[src/rtl/pfr_consts.vh]
// Contract
// - Page value read returns addressed page register
// - Page address advances after each value access
// - Long count limit 16-bit at 54h/55h, zero
// - Long counter reaching limit raises interrupt
// - Program base at 58h/59h; host keeps >=19Ch
// - Carry-count bit: step interrupt only on overflow
// - False-step filter needs a learning-core enable
// - Steps counted only after debounce threshold reached
// - Step delta period 16-bit, 2.56 ms per count
// - Gain word is half-precision: sign, exponent, fraction
// - Gain scales samples for both engines
// - Duration threshold is ODR period times field/16
// - Window count is sixteen times low field
// - Page 0 only with selector 0 and functions on
`ifndef PFR_CONSTS_VH
`define PFR_CONSTS_VH
`define PFR_BANK_GATE_BIT 7
`define PFR_PAGE_READ_BIT 5
`define PFR_PAGE_WRITE_BIT 6
`define PFR_ADDR_PAGE_ADDRESS 8'h08
`define PFR_ADDR_PAGE_VALUE 8'h09
`define PFR_OFS_LCL_LO 8'h54
`define PFR_OFS_LCL_HI 8'h55
`define PFR_OFS_PROG_CNT 8'h56
`define PFR_OFS_BASE_LO 8'h58
`define PFR_OFS_BASE_HI 8'h59
`define PFR_OFS_STEP_CMD 8'h5d
`define PFR_OFS_DEBOUNCE 8'h5e
`define PFR_OFS_DELTA_LO 8'haa
`define PFR_OFS_DELTA_HI 8'hab
`define PFR_OFS_GAIN_LO 8'hb6
`define PFR_OFS_GAIN_HI 8'hb7
`define PFR_OFS_POWER 8'hd2
`define PFR_RST_ZERO 8'h00
`define PFR_RST_DEBOUNCE 8'h0a
`define PFR_RST_GAIN_LO 8'h66
`define PFR_RST_GAIN_HI 8'h12
`define PFR_CARRY_BIT 3
`define PFR_FILTER_BIT 2
`define PFR_CMD_USED_MASK 8'h0c
`define PFR_DELTA_UNIT_NS 2560000
`define PFR_CLK_PERIOD_NS 4
`define PFR_DELTA_UNIT_CYC (`PFR_DELTA_UNIT_NS / `PFR_CLK_PERIOD_NS)
`define PFR_WIN_SCALE 16
`endif

[src/rtl/pfr_half_scale.v]
`timescale 1ns/1ps
`include "pfr_consts.vh"
// Multiplies a signed sample by a half-precision gain word
module pfr_half_scale #(
  parameter SAMPLE_W = 16
) (
  input wire clk_in,
  input wire rstn_in,
  input wire [15:0] gain_in,
  input wire [SAMPLE_W-1:0] sample_in,
  input wire sample_valid_in,
  output reg [SAMPLE_W-1:0] scaled_out,
  output reg scaled_valid_out
);
  // Field split, sign first
  wire gain_sign = gain_in[15];
  wire [4:0] gain_exp = gain_in[14:10];
  wire [9:0] gain_frac = gain_in[9:0];
  // Mantissa with hidden one unless subnormal
  wire [10:0] mant = {(gain_exp != 5'd0), gain_frac};
  wire signed [SAMPLE_W+11:0] prod = $signed(sample_in) * $signed({1'b0, mant});
  reg signed [SAMPLE_W+11:0] shifted;
  // Shift by exponent minus bias and fraction width
  always @* begin
    if (gain_exp == 5'd0) begin
      shifted = prod >>> 24;
    end else if (gain_exp >= 5'd25) begin
      shifted = prod <<< (gain_exp - 5'd25);
    end else begin
      shifted = prod >>> (5'd25 - gain_exp);
    end
  end
  // Registered result with sign applied
  always @(posedge clk_in) begin
    if (!rstn_in) begin
      scaled_out <= {SAMPLE_W{1'b0}};
      scaled_valid_out <= 1'b0;
    end else begin
      scaled_valid_out <= sample_valid_in;
      if (gain_sign) begin
        scaled_out <= -shifted[SAMPLE_W-1:0];
      end else begin
        scaled_out <= shifted[SAMPLE_W-1:0];
      end
    end
  end
endmodule // pfr_half_scale

[src/rtl/pfr_step_gate.v]
`timescale 1ns/1ps
`include "pfr_consts.vh"
// Debounced step counter with interrupt policy
module pfr_step_gate #(
  parameter COUNT_W = 16
) (
  input wire clk_in,
  input wire rstn_in,
  input wire step_in,
  input wire [7:0] debounce_in,
  input wire carry_only_in,
  input wire filter_on_in,
  input wire false_step_in,
  output reg [COUNT_W-1:0] count_out,
  output reg step_irq_out
);
  reg [7:0] seen;
  wire armed = (seen >= debounce_in);
  wire accept = step_in && !(filter_on_in && false_step_in);
  // Count detected steps, then count once debounce reached
  always @(posedge clk_in) begin
    if (!rstn_in) begin
      seen <= 8'h00;
      count_out <= {COUNT_W{1'b0}};
      step_irq_out <= 1'b0;
    end else begin
      step_irq_out <= 1'b0;
      if (accept) begin
        if (!armed) begin
          seen <= seen + 8'h01;
        end
        if (armed || (seen + 8'h01 >= debounce_in)) begin
          count_out <= count_out + 1'b1;
          if (carry_only_in) begin
            step_irq_out <= &count_out;
          end else begin
            step_irq_out <= 1'b1;
          end
        end
      end
    end
  end
endmodule // pfr_step_gate

[src/rtl/pfr_bank.v]
`timescale 1ns/1ps
`include "pfr_consts.vh"
// Page-0 indirect register bank of the embedded functions
module pfr_bank #(
  parameter SAMPLE_W = 16,
  parameter DELTA_UNIT_CYC = `PFR_DELTA_UNIT_CYC
) (
  input wire clk_in,
  input wire rstn_in,
  input wire main_wr_in,
  input wire main_rd_in,
  input wire [7:0] main_addr_in,
  input wire [7:0] main_wdata_in,
  input wire bank_gate_bit_in,
  input wire page_read_in,
  input wire page_write_in,
  input wire [3:0] page_select_in,
  input wire onchip_functions_on_in,
  input wire learning_core_on_in,
  input wire learning_core_first_on_in,
  input wire [15:0] long_counter_in,
  input wire step_in,
  input wire false_step_in,
  input wire [SAMPLE_W-1:0] bio_sample_in,
  input wire bio_valid_in,
  input wire [15:0] odr_period_in,
  output reg [7:0] page_value_out,
  output reg [7:0] page_address_out,
  output reg fsm_irq_out,
  output reg step_irq_out,
  output reg [15:0] step_count_out,
  output reg delta_tick_out,
  output reg [15:0] program_base_address_out,
  output reg [7:0] program_total_out,
  output reg [SAMPLE_W-1:0] bio_scaled_out,
  output reg bio_scaled_valid_out,
  output reg [19:0] power_saver_duration_out,
  output reg [7:0] power_saver_windows_out
);
  // Main-map addresses of the window registers
  localparam [7:0] ADDR_PAGE_ADDRESS = `PFR_ADDR_PAGE_ADDRESS;
  localparam [7:0] ADDR_PAGE_VALUE = `PFR_ADDR_PAGE_VALUE;

  reg [7:0] fsm_long_count_limit_lo;
  reg [7:0] fsm_long_count_limit_hi;
  reg [7:0] fsm_program_count;
  reg [7:0] fsm_program_base_lo;
  reg [7:0] fsm_program_base_hi;
  reg [7:0] step_algo_command;
  reg [7:0] step_debounce_threshold;
  reg [7:0] step_delta_period_lo;
  reg [7:0] step_delta_period_hi;
  reg [7:0] biopotential_gain_lo;
  reg [7:0] biopotential_gain_hi;
  reg [7:0] power_saver_timing;
  reg [7:0] page_addr;
  reg [31:0] delta_cyc;
  reg [15:0] delta_units;
  reg limit_hit_d;

  // Read-back mux for a page-0 offset
  function [7:0] pfr_read;
    input [7:0] ofs;
    begin
      case (ofs)
        `PFR_OFS_LCL_LO: pfr_read = fsm_long_count_limit_lo;
        `PFR_OFS_LCL_HI: pfr_read = fsm_long_count_limit_hi;
        `PFR_OFS_PROG_CNT: pfr_read = fsm_program_count;
        `PFR_OFS_BASE_LO: pfr_read = fsm_program_base_lo;
        `PFR_OFS_BASE_HI: pfr_read = fsm_program_base_hi;
        `PFR_OFS_STEP_CMD: pfr_read = step_algo_command;
        `PFR_OFS_DEBOUNCE: pfr_read = step_debounce_threshold;
        `PFR_OFS_DELTA_LO: pfr_read = step_delta_period_lo;
        `PFR_OFS_DELTA_HI: pfr_read = step_delta_period_hi;
        `PFR_OFS_GAIN_LO: pfr_read = biopotential_gain_lo;
        `PFR_OFS_GAIN_HI: pfr_read = biopotential_gain_hi;
        `PFR_OFS_POWER: pfr_read = power_saver_timing;
        default: pfr_read = 8'h00;
      endcase
    end
  endfunction

  // Page 0 open only with gate, selector 0 and functions on
  wire page_open = bank_gate_bit_in && onchip_functions_on_in
    && (page_select_in == 4'h0);
  wire value_wr = page_open && page_write_in && main_wr_in
    && (main_addr_in == ADDR_PAGE_VALUE);
  wire value_rd = page_open && page_read_in && main_rd_in
    && (main_addr_in == ADDR_PAGE_VALUE);
  wire addr_wr = bank_gate_bit_in && main_wr_in && (main_addr_in == ADDR_PAGE_ADDRESS);

  // Page address register, auto-increment after value access
  always @(posedge clk_in) begin
    if (!rstn_in) begin
      page_addr <= 8'h00;
    end else if (addr_wr) begin
      page_addr <= main_wdata_in;
    end else if (value_wr || value_rd) begin
      page_addr <= page_addr + 8'h01;
    end
  end

  // Page-0 storage with documented defaults
  always @(posedge clk_in) begin
    if (!rstn_in) begin
      fsm_long_count_limit_lo <= `PFR_RST_ZERO;
      fsm_long_count_limit_hi <= `PFR_RST_ZERO;
      fsm_program_count <= `PFR_RST_ZERO;
      fsm_program_base_lo <= `PFR_RST_ZERO;
      fsm_program_base_hi <= `PFR_RST_ZERO;
      step_algo_command <= `PFR_RST_ZERO;
      step_debounce_threshold <= `PFR_RST_DEBOUNCE;
      step_delta_period_lo <= `PFR_RST_ZERO;
      step_delta_period_hi <= `PFR_RST_ZERO;
      biopotential_gain_lo <= `PFR_RST_GAIN_LO;
      biopotential_gain_hi <= `PFR_RST_GAIN_HI;
      power_saver_timing <= `PFR_RST_ZERO;
    end else if (value_wr) begin
      case (page_addr)
        `PFR_OFS_LCL_LO: fsm_long_count_limit_lo <= main_wdata_in;
        `PFR_OFS_LCL_HI: fsm_long_count_limit_hi <= main_wdata_in;
        `PFR_OFS_PROG_CNT: fsm_program_count <= main_wdata_in;
        `PFR_OFS_BASE_LO: fsm_program_base_lo <= main_wdata_in;
        `PFR_OFS_BASE_HI: fsm_program_base_hi <= main_wdata_in;
        `PFR_OFS_STEP_CMD: step_algo_command <= main_wdata_in & `PFR_CMD_USED_MASK;
        `PFR_OFS_DEBOUNCE: step_debounce_threshold <= main_wdata_in;
        `PFR_OFS_DELTA_LO: step_delta_period_lo <= main_wdata_in;
        `PFR_OFS_DELTA_HI: step_delta_period_hi <= main_wdata_in;
        `PFR_OFS_GAIN_LO: biopotential_gain_lo <= main_wdata_in;
        `PFR_OFS_GAIN_HI: biopotential_gain_hi <= main_wdata_in;
        `PFR_OFS_POWER: power_saver_timing <= main_wdata_in;
        default: ;
      endcase
    end
  end

  // Page value window output, latched on each value read
  always @(posedge clk_in) begin
    if (!rstn_in) begin
      page_value_out <= 8'h00;
      page_address_out <= 8'h00;
    end else begin
      page_address_out <= page_addr;
      if (value_rd) begin
        page_value_out <= pfr_read(page_addr);
      end
    end
  end

  // Long-counter limit interrupt on reaching the value
  wire limit_hit = onchip_functions_on_in
    && (long_counter_in == {fsm_long_count_limit_hi, fsm_long_count_limit_lo});
  always @(posedge clk_in) begin
    if (!rstn_in) begin
      limit_hit_d <= 1'b0;
      fsm_irq_out <= 1'b0;
    end else begin
      limit_hit_d <= limit_hit;
      fsm_irq_out <= limit_hit && !limit_hit_d;
    end
  end

  // Program configuration outputs
  always @(posedge clk_in) begin
    if (!rstn_in) begin
      program_total_out <= 8'h00;
      program_base_address_out <= 16'h0000;
    end else begin
      program_total_out <= fsm_program_count;
      program_base_address_out <= {fsm_program_base_hi, fsm_program_base_lo};
    end
  end

  // Delta-time ticks, one per programmed period of 2.56 ms units
  wire [15:0] delta_period = {step_delta_period_hi, step_delta_period_lo};
  always @(posedge clk_in) begin
    if (!rstn_in) begin
      delta_cyc <= 32'h0000_0000;
      delta_units <= 16'h0000;
      delta_tick_out <= 1'b0;
    end else begin
      delta_tick_out <= 1'b0;
      if (delta_period == 16'h0000) begin
        delta_cyc <= 32'h0000_0000;
        delta_units <= 16'h0000;
      end else if (delta_cyc >= DELTA_UNIT_CYC - 1) begin
        delta_cyc <= 32'h0000_0000;
        if (delta_units >= delta_period - 16'h0001) begin
          delta_units <= 16'h0000;
          delta_tick_out <= 1'b1;
        end else begin
          delta_units <= delta_units + 16'h0001;
        end
      end else begin
        delta_cyc <= delta_cyc + 32'h0000_0001;
      end
    end
  end

  // Smart-power thresholds from the timing register
  wire [3:0] dur_field = power_saver_timing[7:4];
  wire [3:0] win_field = power_saver_timing[3:0];
  wire [19:0] dur_prod = odr_period_in * dur_field;
  always @(posedge clk_in) begin
    if (!rstn_in) begin
      power_saver_duration_out <= 20'h0_0000;
      power_saver_windows_out <= 8'h00;
    end else begin
      power_saver_duration_out <= {4'h0, dur_prod[19:4]};
      power_saver_windows_out <= {win_field, 4'h0};
    end
  end

  // Step counting with debounce and interrupt policy
  wire filter_on = step_algo_command[`PFR_FILTER_BIT]
    && (learning_core_on_in || learning_core_first_on_in);
  wire [15:0] step_count;
  wire step_irq;
  pfr_step_gate #(
    .COUNT_W(16)
  ) u_step (
    .clk_in(clk_in),
    .rstn_in(rstn_in),
    .step_in(step_in && onchip_functions_on_in),
    .debounce_in(step_debounce_threshold),
    .carry_only_in(step_algo_command[`PFR_CARRY_BIT]),
    .filter_on_in(filter_on),
    .false_step_in(false_step_in),
    .count_out(step_count),
    .step_irq_out(step_irq)
  );
  always @(posedge clk_in) begin
    if (!rstn_in) begin
      step_count_out <= 16'h0000;
      step_irq_out <= 1'b0;
    end else begin
      step_count_out <= step_count;
      step_irq_out <= step_irq;
    end
  end

  // Biopotential scaling shared by both engines
  wire [SAMPLE_W-1:0] scaled;
  wire scaled_valid;
  pfr_half_scale #(
    .SAMPLE_W(SAMPLE_W)
  ) u_scale (
    .clk_in(clk_in),
    .rstn_in(rstn_in),
    .gain_in({biopotential_gain_hi, biopotential_gain_lo}),
    .sample_in(bio_sample_in),
    .sample_valid_in(bio_valid_in),
    .scaled_out(scaled),
    .scaled_valid_out(scaled_valid)
  );
  always @(posedge clk_in) begin
    if (!rstn_in) begin
      bio_scaled_out <= {SAMPLE_W{1'b0}};
      bio_scaled_valid_out <= 1'b0;
    end else begin
      bio_scaled_out <= scaled;
      bio_scaled_valid_out <= scaled_valid;
    end
  end
endmodule // pfr_bank

[config.mk]
export PLATFORM = sky130hd
export DESIGN_NAME = pfr_bank
export DESIGN_NICKNAME = d
export VERILOG_FILES = /design/src/rtl/pfr_half_scale.v /design/src/rtl/pfr_step_gate.v /design/src/rtl/pfr_bank.v
export VERILOG_INCLUDE_DIRS = /design/src /design/src/rtl
export SDC_FILE = /design/constraint.sdc
export NUM_CORES = 1
export LEC_CHECK = 0
export ABC_CLOCK_PERIOD_IN_PS = 14000
export BUFFER_PORTS_ARGS = -buffer_cell sky130_fd_sc_hd__buf_2
export CAP_MARGIN = 20
export CORE_MARGIN = 3
export CORE_UTILIZATION = 67
export CTS_CLUSTER_SIZE = 25
export DETAILED_ROUTE_END_ITERATION = 12
export PLACE_DENSITY = 0.88
export SYNTH_ARGS = -nofsm -noshare
export SYNTH_HDL_FRONTEND = slang
export SYNTH_SLANG_ARGS = --single-unit
[constraint.sdc]
create_clock -name clk_in -period 14 [get_ports clk_in]
set_input_delay 2.1 -clock clk_in [delete_from_list [all_inputs] [get_ports clk_in]]
set_output_delay 2.1 -clock clk_in [all_outputs]
set_load 0.01 [all_outputs]
## Yosys cells after proc, flatten, opt, wreduce, memory -nomap -nowiden

Cells that the tools add are included.

| storage, ports and cells | value |
|---|---|
| memories | 0 |
| output and inout port bits | 104 |
| RAM bits | 0 |
| word-level logic and storage cells | 125 |
| bits in registers | 293 |
| bits in latches | 0 |
| bits in read-only memories | 0 |

| operators by class | value |
|---|---|
| multiplexer cells | 9 |
| bitwise gates (word level) | 3 |
| divide/modulo/power cells | 0 |
| shift-type cells | 2 |
| equality and inequality tests | 15 |
| reduce and logical (&&, ||, !) cells | 45 |
| multipliers | 2 |
| add/subtract/negate cells | 9 |
| order comparisons | 5 |

Operator list:

| kind | number |
|---|---|
| one-hot mux 8 bit (12 select lines) | 1 |
| two-way mux 16 bit | 4 |
| equality test 8 x 7 -> 1 bit, second input constant | 7 |
| equality test 8 bit, second input constant | 5 |
| adder 16 x 1 -> 16 bit, second input constant | 2 |
| adder 32 x 1 -> 32 bit, second input constant | 1 |
| >= comparator 32 x 20 -> 1 bit, second input constant | 1 |
| multiplier 16 x 12 -> 28 bit | 1 |
| AND reduction 2 bit | 14 |
| <<< shifter 28 x 5 -> 16 bit | 1 |
| >>> shifter 28 x 5 -> 16 bit | 1 |
| multiplier 16 x 4 -> 20 bit | 1 |
| adder 8 x 1 -> 8 bit, second input constant | 2 |
| equality test 16 bit | 1 |
| equality test 8 x 4 -> 1 bit, second input constant | 2 |
| >= comparator 16 bit | 1 |
| >= comparator 8 bit | 2 |
| logical AND 1 bit | 16 |
| zero test 16 bit | 1 |
| two-way mux 8 bit | 2 |
| negator 16 bit | 1 |
| AND reduction 16 bit | 1 |
| subtractor 16 x 1 -> 16 bit, second input constant | 1 |
| OR reduction 3 bit | 2 |
| 13 further kinds | 19 |

## Logic depth before layout (Yosys ltp)

| logic depth | value |
|---|---|
| depth in word-level cells | 8 |
| mapped depth | 36 |
| depth with buffers taken out | 28 |

## Modules after synthesis

From an unflattened synthesis, not the netlist that was laid out.

| second synthesis, totals | value |
|---|---|
| cell total of the unflattened synthesis | 2974 |
| area, all modules | 24974.0 µm² |

By module, submodules not included:

| module | seq. area each (µm²) | area each (µm²) | instances | cells each |
|---|---|---|---|---|
| pfr_bank | 4864.7 | 11957.7 | 1 | 1325 |
| pfr_half_scale | 340.3 | 11340.9 | 1 | 1454 |
| pfr_step_gate | 500.5 | 1675.4 | 1 | 195 |

## Least setup slack after synthesis

No wires, ideal clock.

| path | value |
|---|---|
| path type | register to register |
| start point | register biopotential_gain_hi[2] |
| end point | register u_scale.scaled_out[10] |
| buffers on the path | 8 |
| setup slack | 5.226 ns |
| arrival time | 8.703 ns |
| cell stages (with the launch flop) | 34 |
| cells stage by stage | dfxtp_1 > inv_1 > clkbuf_1 > buf_1 > clkbuf_1 > ha_1 > or4b_2 > clkbuf_1 > clkbuf_1 > clkbuf_1 > and2_1 > ha_1 > fa_1 > fa_1 > fa_1 > inv_1 > fa_1 > inv_1 > ha_1 > clkbuf_1 > nand4_1 > a211o_1 > and3_1 > o21a_1 > or2_2 > clkbuf_1 > a32o_1 > or4_1 > a31o_2 > ha_1 > nand2b_1 > nor2_1 > a31oi_1 > mux2i_1 |

| on the way | value |
|---|---|
| word-level cells in the longest chain between the ends | 7 |

Ends and longest elaborated chain:

| element | line | source |
|---|---|---|
| from (decl) | pfr_bank.v:54 | `reg [7:0] biopotential_gain_hi;` |
| from (signal assigned) | pfr_bank.v:116 | `` biopotential_gain_hi <= `PFR_RST_GAIN_HI; `` |
| from (signal assigned) | pfr_bank.v:130 | `` `PFR_OFS_GAIN_HI: biopotential_gain_hi <= main_wdata_in; `` |
| nonzero test 5 bit | pfr_half_scale.v:20 | `wire [10:0] mant = {(gain_exp != 5'd0), gain_frac};` |
| multiplier 16 x 12 -> 28 bit | pfr_half_scale.v:21 | `wire signed [SAMPLE_W+11:0] prod = $signed(sample_in) * $signed({1'b0, mant});` |
| >>> shifter 28 x 5 -> 16 bit / <<< shifter 28 x 5 -> 16 bit (equally long branches) | pfr_half_scale.v:30, pfr_half_scale.v:28 |  |
| two-way mux 16 bit | pfr_half_scale.v:27 | `end else if (gain_exp >= 5'd25) begin` |
| two-way mux 16 bit (*) | pfr_half_scale.v:25 | `if (gain_exp == 5'd0) begin` |
| negator 16 bit | pfr_half_scale.v:41 | `scaled_out <= -shifted[SAMPLE_W-1:0];` |
| two-way mux 16 bit (*) | pfr_half_scale.v:40 | `if (gain_sign) begin` |
| to (signal assigned) | pfr_half_scale.v:36 | `scaled_out <= {SAMPLE_W{1'b0}};` |
| to (signal assigned) | pfr_half_scale.v:41 |  |
| to (signal assigned) | pfr_half_scale.v:43 | `scaled_out <= shifted[SAMPLE_W-1:0];` |
| to (decl) | pfr_half_scale.v:12 | `output reg [SAMPLE_W-1:0] scaled_out,` |

Every way passes the cells marked *; elsewhere a longest branch is shown, timed or not.
A chain may end at the register's enable or synchronous reset.

## Worst setup path after layout

| path | value |
|---|---|
| start point | register biopotential_gain_hi[3] |
| end point | register u_scale.scaled_out[8] |

Same word-level chain as after synthesis.

==> results.md <==
| Result | Value | Unit |
|:---|:---|:---|
| Cell type with the largest total area after synthesis | sky130_fd_sc_hd__dfxtp_1 | - |
| Flip-flop and latch area | 5710 | µm² |
| # IOs | 185 | - |
| Total net switching power | 2.20 | mW |
| Setup tns final | 0 | ns |
| Post-synthesis async set-or-reset flop share | 0 | % |
| Primary FF master, synth | sky130_fd_sc_hd__dfxtp_1 | - |
| Tot Pwr | 4.57 | mW |
| Cell family contributing the most delay on the critical path | adder cells | - |
| Share of the clock period used by the worst path after layout | 69.4 | % |
| Highest clock rate | 103 | MHz |
| Average via count per standard cell | 6.34 | - |
| Layout filler cell count | 2,387 | - |
| Number of cell instances on the worst register-to-register path | 26 | - |
| Placed wire-length estimate | 50.5 | mm |
| Reg2Reg Capture Point | u_scale.scaled_out[8] | - |
| Site row count | 67 | - |
| TritonCTS clock tree | yes | - |
| Status | complete, no violations | - |
| Internal Power | 2.37 | mW |
| Maximum fanout encountered on the critical timing path | 28 | - |
| Core footprint | 34,000 | µm² |
| H-tree level count | 1 | - |
| TritonCTS buffer count | 29 | - |
| Clock power frac | 16.9 | % |
| Maximum resistive drop on vdd | 0.000219 | V |
| Largest net degree at the start of global routing | 96 | - |
| Buf+Inv Stages, Crit Path | 3 | - |
| Transition time at the pin with the least slew margin | 1.01 | ns |
| Static leakage | 11.4 | nW |
| Iteration-0 DRC count of the detailed router | 1,865 | - |
| Shortest clock period the worst path allows after layout | 9.72 | ns |
| Floorplan die height | 193 | µm |
| Setup fix buffers added after clock tree synthesis | 0 | - |
| Combined global-route utilization of all metal layers | 36.6 | % |
| # hold bufs at CTS | 0 | - |
| FF-to-FF Start | biopotential_gain_hi[3] | - |
| Number of global-route vias before repair | 21,500 | - |
| CP Launch Type | flip-flop | - |
| Horizontal die dimension | 193 | µm |
| Largest stage delay, worst path | 0.97 | ns |
| Final clock skew | 0.0260 | ns |
| Number of nets with antenna violations after routing | 0 | - |
| Overall overflow remaining after global route | 0 | - |
| Final hold viol count | 0 | - |
| Routed WL per cell | 20.4 | µm |
| Relative slew slack | 32.8 | % |
| Crit. path cell count | 26 | - |
| Worst min path class | reg -> reg | - |
| NumNets Final | 3,279 | - |
| Resized Gates After CTS | 0 | - |
| Number of max-cap violations | 0 | - |
| Power density normalized to cell area | 180 | nW/µm² |
| Synthesis Warnings | 0 | - |
| Number of max-slew violations in the final report | 0 | - |
| Fraction of layout instances using a drive strength above 1 | 10.0 | % |
| Area of the die | 37,300 | µm² |
| Worst Path Class, Setup | reg -> reg | - |
| Mapped Avg Cell Area | 8.39 | µm² |
| Post-synth EDFFs | 0 | - |
| Data arrival at the endpoint of the critical path | 10.13 | ns |
| Proportion of power drawn by flip-flops and latches | 18.7 | % |
| Endpoint required time on the critical path | 14.41 | ns |
| Wire length of the first global-routing pass | 110 | mm |
| Switch share | 48.2 | % |
| Leading cell types by total area after synthesis | sky130_fd_sc_hd__dfxtp_1 (24%), sky130_fd_sc_hd__fa_1 (16%), sky130_fd_sc_hd__ha_1 (6.9%) | - |
| Clock net sink count | 285 | - |
| Drt first pass iters | 9 | - |
| CTS root buf | sky130_fd_sc_hd__clkbuf_16 | - |
| Antenna violations before repair | 3 | - |
| Number of instances in the synthesized netlist | 2,794 | - |
| Area occupied by multi-input gates | 16,100 | µm² |
| Clock-pin transition on the worst setup and hold timing paths | 0.06 | ns |
| Area growth from synthesis to layout | 8.43 | % |
| Total number of vias | 21,200 | - |
| Number of buffers inserted by port buffering | 176 | - |
| Endpoint of the most critical setup path | u_scale.scaled_out[8] | - |
| Highest-delay cell along the critical path | sky130_fd_sc_hd__or4b_2 | - |
| Register-to-register setup slack | 4.28 | ns |
| Count of different cell masters after synthesis | 89 | - |
| Number of flip-flops and latches in the synthesized netlist | 285 | - |
| Mapped Area | 23,400 | µm² |
| Number of design rule violations left after detail routing | 0 | - |
| Number of buffers between clock root and the deepest sink | 3 | - |
| Routability congestion estimate | 0.951 | - |
| Number of cells on the worst hold path | 1 | - |
| Worst-skew pair later-pin latency | 0.56 | ns |
| Post-Route WL | 68.3 | mm |
| Critical path origin | biopotential_gain_hi[3] | - |
| Yosys top cell area share | 24.3 | % |
| Initial Util | 68.9 | % |
| # setup viols final | 0 | - |
| Logic pwr share | 64.4 | % |
| Seq/Total Area, Yosys | 24.3 | % |
| Element type at the critical path end | flip-flop | - |
| Util after Layout | 74.7 | % |
| Setup repair after global routing missed its margin | false | - |
worst register-to-register path, stage by stage (launching register included):
cell and delay (ns):
sky130_fd_sc_hd__dfxtp_1 0.32, sky130_fd_sc_hd__inv_1 0.66, sky130_fd_sc_hd__ha_1 0.30, sky130_fd_sc_hd__or4b_2 0.97, sky130_fd_sc_hd__and2_1 0.32, sky130_fd_sc_hd__ha_1 0.29
sky130_fd_sc_hd__fa_1 0.52, sky130_fd_sc_hd__fa_1 0.52, sky130_fd_sc_hd__fa_1 0.54, sky130_fd_sc_hd__inv_1 0.05, sky130_fd_sc_hd__fa_1 0.53, sky130_fd_sc_hd__inv_1 0.04
sky130_fd_sc_hd__ha_1 0.57, sky130_fd_sc_hd__a21oi_1 0.17, sky130_fd_sc_hd__o21ai_0 0.43, sky130_fd_sc_hd__xnor2_1 0.19, sky130_fd_sc_hd__a21oi_1 0.08, sky130_fd_sc_hd__a31o_2 0.26
sky130_fd_sc_hd__a221oi_1 0.72, sky130_fd_sc_hd__a21oi_1 0.32, sky130_fd_sc_hd__a311oi_1 0.50, sky130_fd_sc_hd__o211a_1 0.30, sky130_fd_sc_hd__ha_1 0.21, sky130_fd_sc_hd__nand2b_1 0.13
sky130_fd_sc_hd__o41ai_1 0.40, sky130_fd_sc_hd__xor2_1 0.19, sky130_fd_sc_hd__nor2_1 0.05
how the worst min path moves through the flow:
| stage | from | endpoint |
|---|---|---|
| floorplan | limit_hit_d | fsm_irq_out |
| global placement | limit_hit_d | fsm_irq_out |
| detailed placement | limit_hit_d | fsm_irq_out |
| CTS | limit_hit_d | fsm_irq_out |
| global route | limit_hit_d | fsm_irq_out |
| finish | limit_hit_d | fsm_irq_out |
power groups by stage:
stage / registers [mW] / logic (mW) / clock network, mW
final: 0.855 / 2.94 / 0.772
after global routing: 0.858 / 3.23 / 0.808
after CTS: 0.855 / 2.87 / 0.774
after detailed placement: 0.873 / 2.85 / 0
after global placement: 0.872 / 2.84 / 0
after floorplan: 0.875 / 2.14 / 0
cell usage in the layout, fill, tap and decap left out, types with 65 or more instances in the layout:
master	instances
sky130_fd_sc_hd__nor2_1	279
sky130_fd_sc_hd__and2_1	173
sky130_fd_sc_hd__fa_1	188
sky130_fd_sc_hd__xnor2_1	70
sky130_fd_sc_hd__inv_1	278
sky130_fd_sc_hd__nand2_1	302
sky130_fd_sc_hd__ha_1	130
sky130_fd_sc_hd__o21ai_0	79
sky130_fd_sc_hd__mux2i_1	96
sky130_fd_sc_hd__nor3_1	65
sky130_fd_sc_hd__dfxtp_1	285
sky130_fd_sc_hd__a21oi_1	95
sky130_fd_sc_hd__buf_2	176
logic make-up (layout without fill, tap and decap cells):
logic type | after synthesis | count (layout) | synth area share [%]
muxes | 107 | 107 | 5.06
xor gates and xnor gates | 125 | 125 | 4.67
AOI/OAI and AO/OA | 467 | 467 | 14.1
and+or+nand+nor | 1052 | 1052 | 21.6
buffers and inverters | 439 | 526 | 7.23
DFF | 285 | 285 | 24.3
adders and majority gates | 318 | 318 | 23.0
other | 1 | 21 | 0.0160
per-stage QoR:
stage	hold slack [ns]	setup WS [ns]	cell area, µm²	cells
3_5_place_dp	0.393	4.39	24500	3296
6_report	0.409	4.28	25400	3349
2_1_floorplan	0.367	5.23	23500	2813
3_3_place_gp	0.377	4.49	24500	3296
5_1_grt	0.429	3.87	25400	3349
4_1_cts	0.418	4.53	25400	3347
routing by layer:
layer / track usage [%] / share of wire, % / vias to the layer above / routed length [µm]
met5: 0 / 0.050 / - / 34
met4: 16.1 / 4.5 / 4 / 3100
met3: 6.87 / 8.6 / 281 / 5870
met2: 62.0 / 49 / 1188 / 33200
met1: 45.8 / 38 / 10200 / 26100
li1: - / - / 9558 / -
state kept, by name, indices dropped and copies added (netlist names), 16 cells and up:
name                      cells
u_step.count_out             16
delta_units                  16
delta_cyc                    32
bio_scaled_out               16
step_count_out               16
u_scale.scaled_out           16
power_saver_duration_out     16
program_base_address_out     16
cell type report:
type	instances	share of cell area, %
Sequential cell	285	22.4
Timing Repair Buffer	196	4.07
Antenna cell	1	0.00985
Tap cell	448	2.21
Clock buffer	40	3.25
Inverter	279	4.13
Multi-Input combinational cell	2089	63.4
Clock inverter	11	0.468
cells in the mapped netlist, types with 16 or more instances:
cell type                    n
sky130_fd_sc_hd__nand2_1   302
sky130_fd_sc_hd__dfxtp_1   285
sky130_fd_sc_hd__inv_1     279
sky130_fd_sc_hd__nor2_1    279
sky130_fd_sc_hd__fa_1      188
sky130_fd_sc_hd__and2_1    173
sky130_fd_sc_hd__clkbuf_1  134
sky130_fd_sc_hd__ha_1      130
sky130_fd_sc_hd__mux2i_1    96
sky130_fd_sc_hd__a21oi_1    95
sky130_fd_sc_hd__o21ai_0    79
sky130_fd_sc_hd__xnor2_1    71
sky130_fd_sc_hd__nor3_1     65
sky130_fd_sc_hd__nand3_1    59
sky130_fd_sc_hd__xor2_1     54
sky130_fd_sc_hd__a21o_1     29
sky130_fd_sc_hd__a31oi_1    29
sky130_fd_sc_hd__a211oi_1   26
sky130_fd_sc_hd__nor2b_1    25
sky130_fd_sc_hd__and3_1     24
sky130_fd_sc_hd__nand4_1    21
sky130_fd_sc_hd__o211ai_1   20
sky130_fd_sc_hd__a222oi_1   19
sky130_fd_sc_hd__a221oi_1   18
sky130_fd_sc_hd__or2_2      17
sky130_fd_sc_hd__nand2b_1   16
sky130_fd_sc_hd__or3_1      16
No activity file was read; power rests on OpenSTA's default activity.
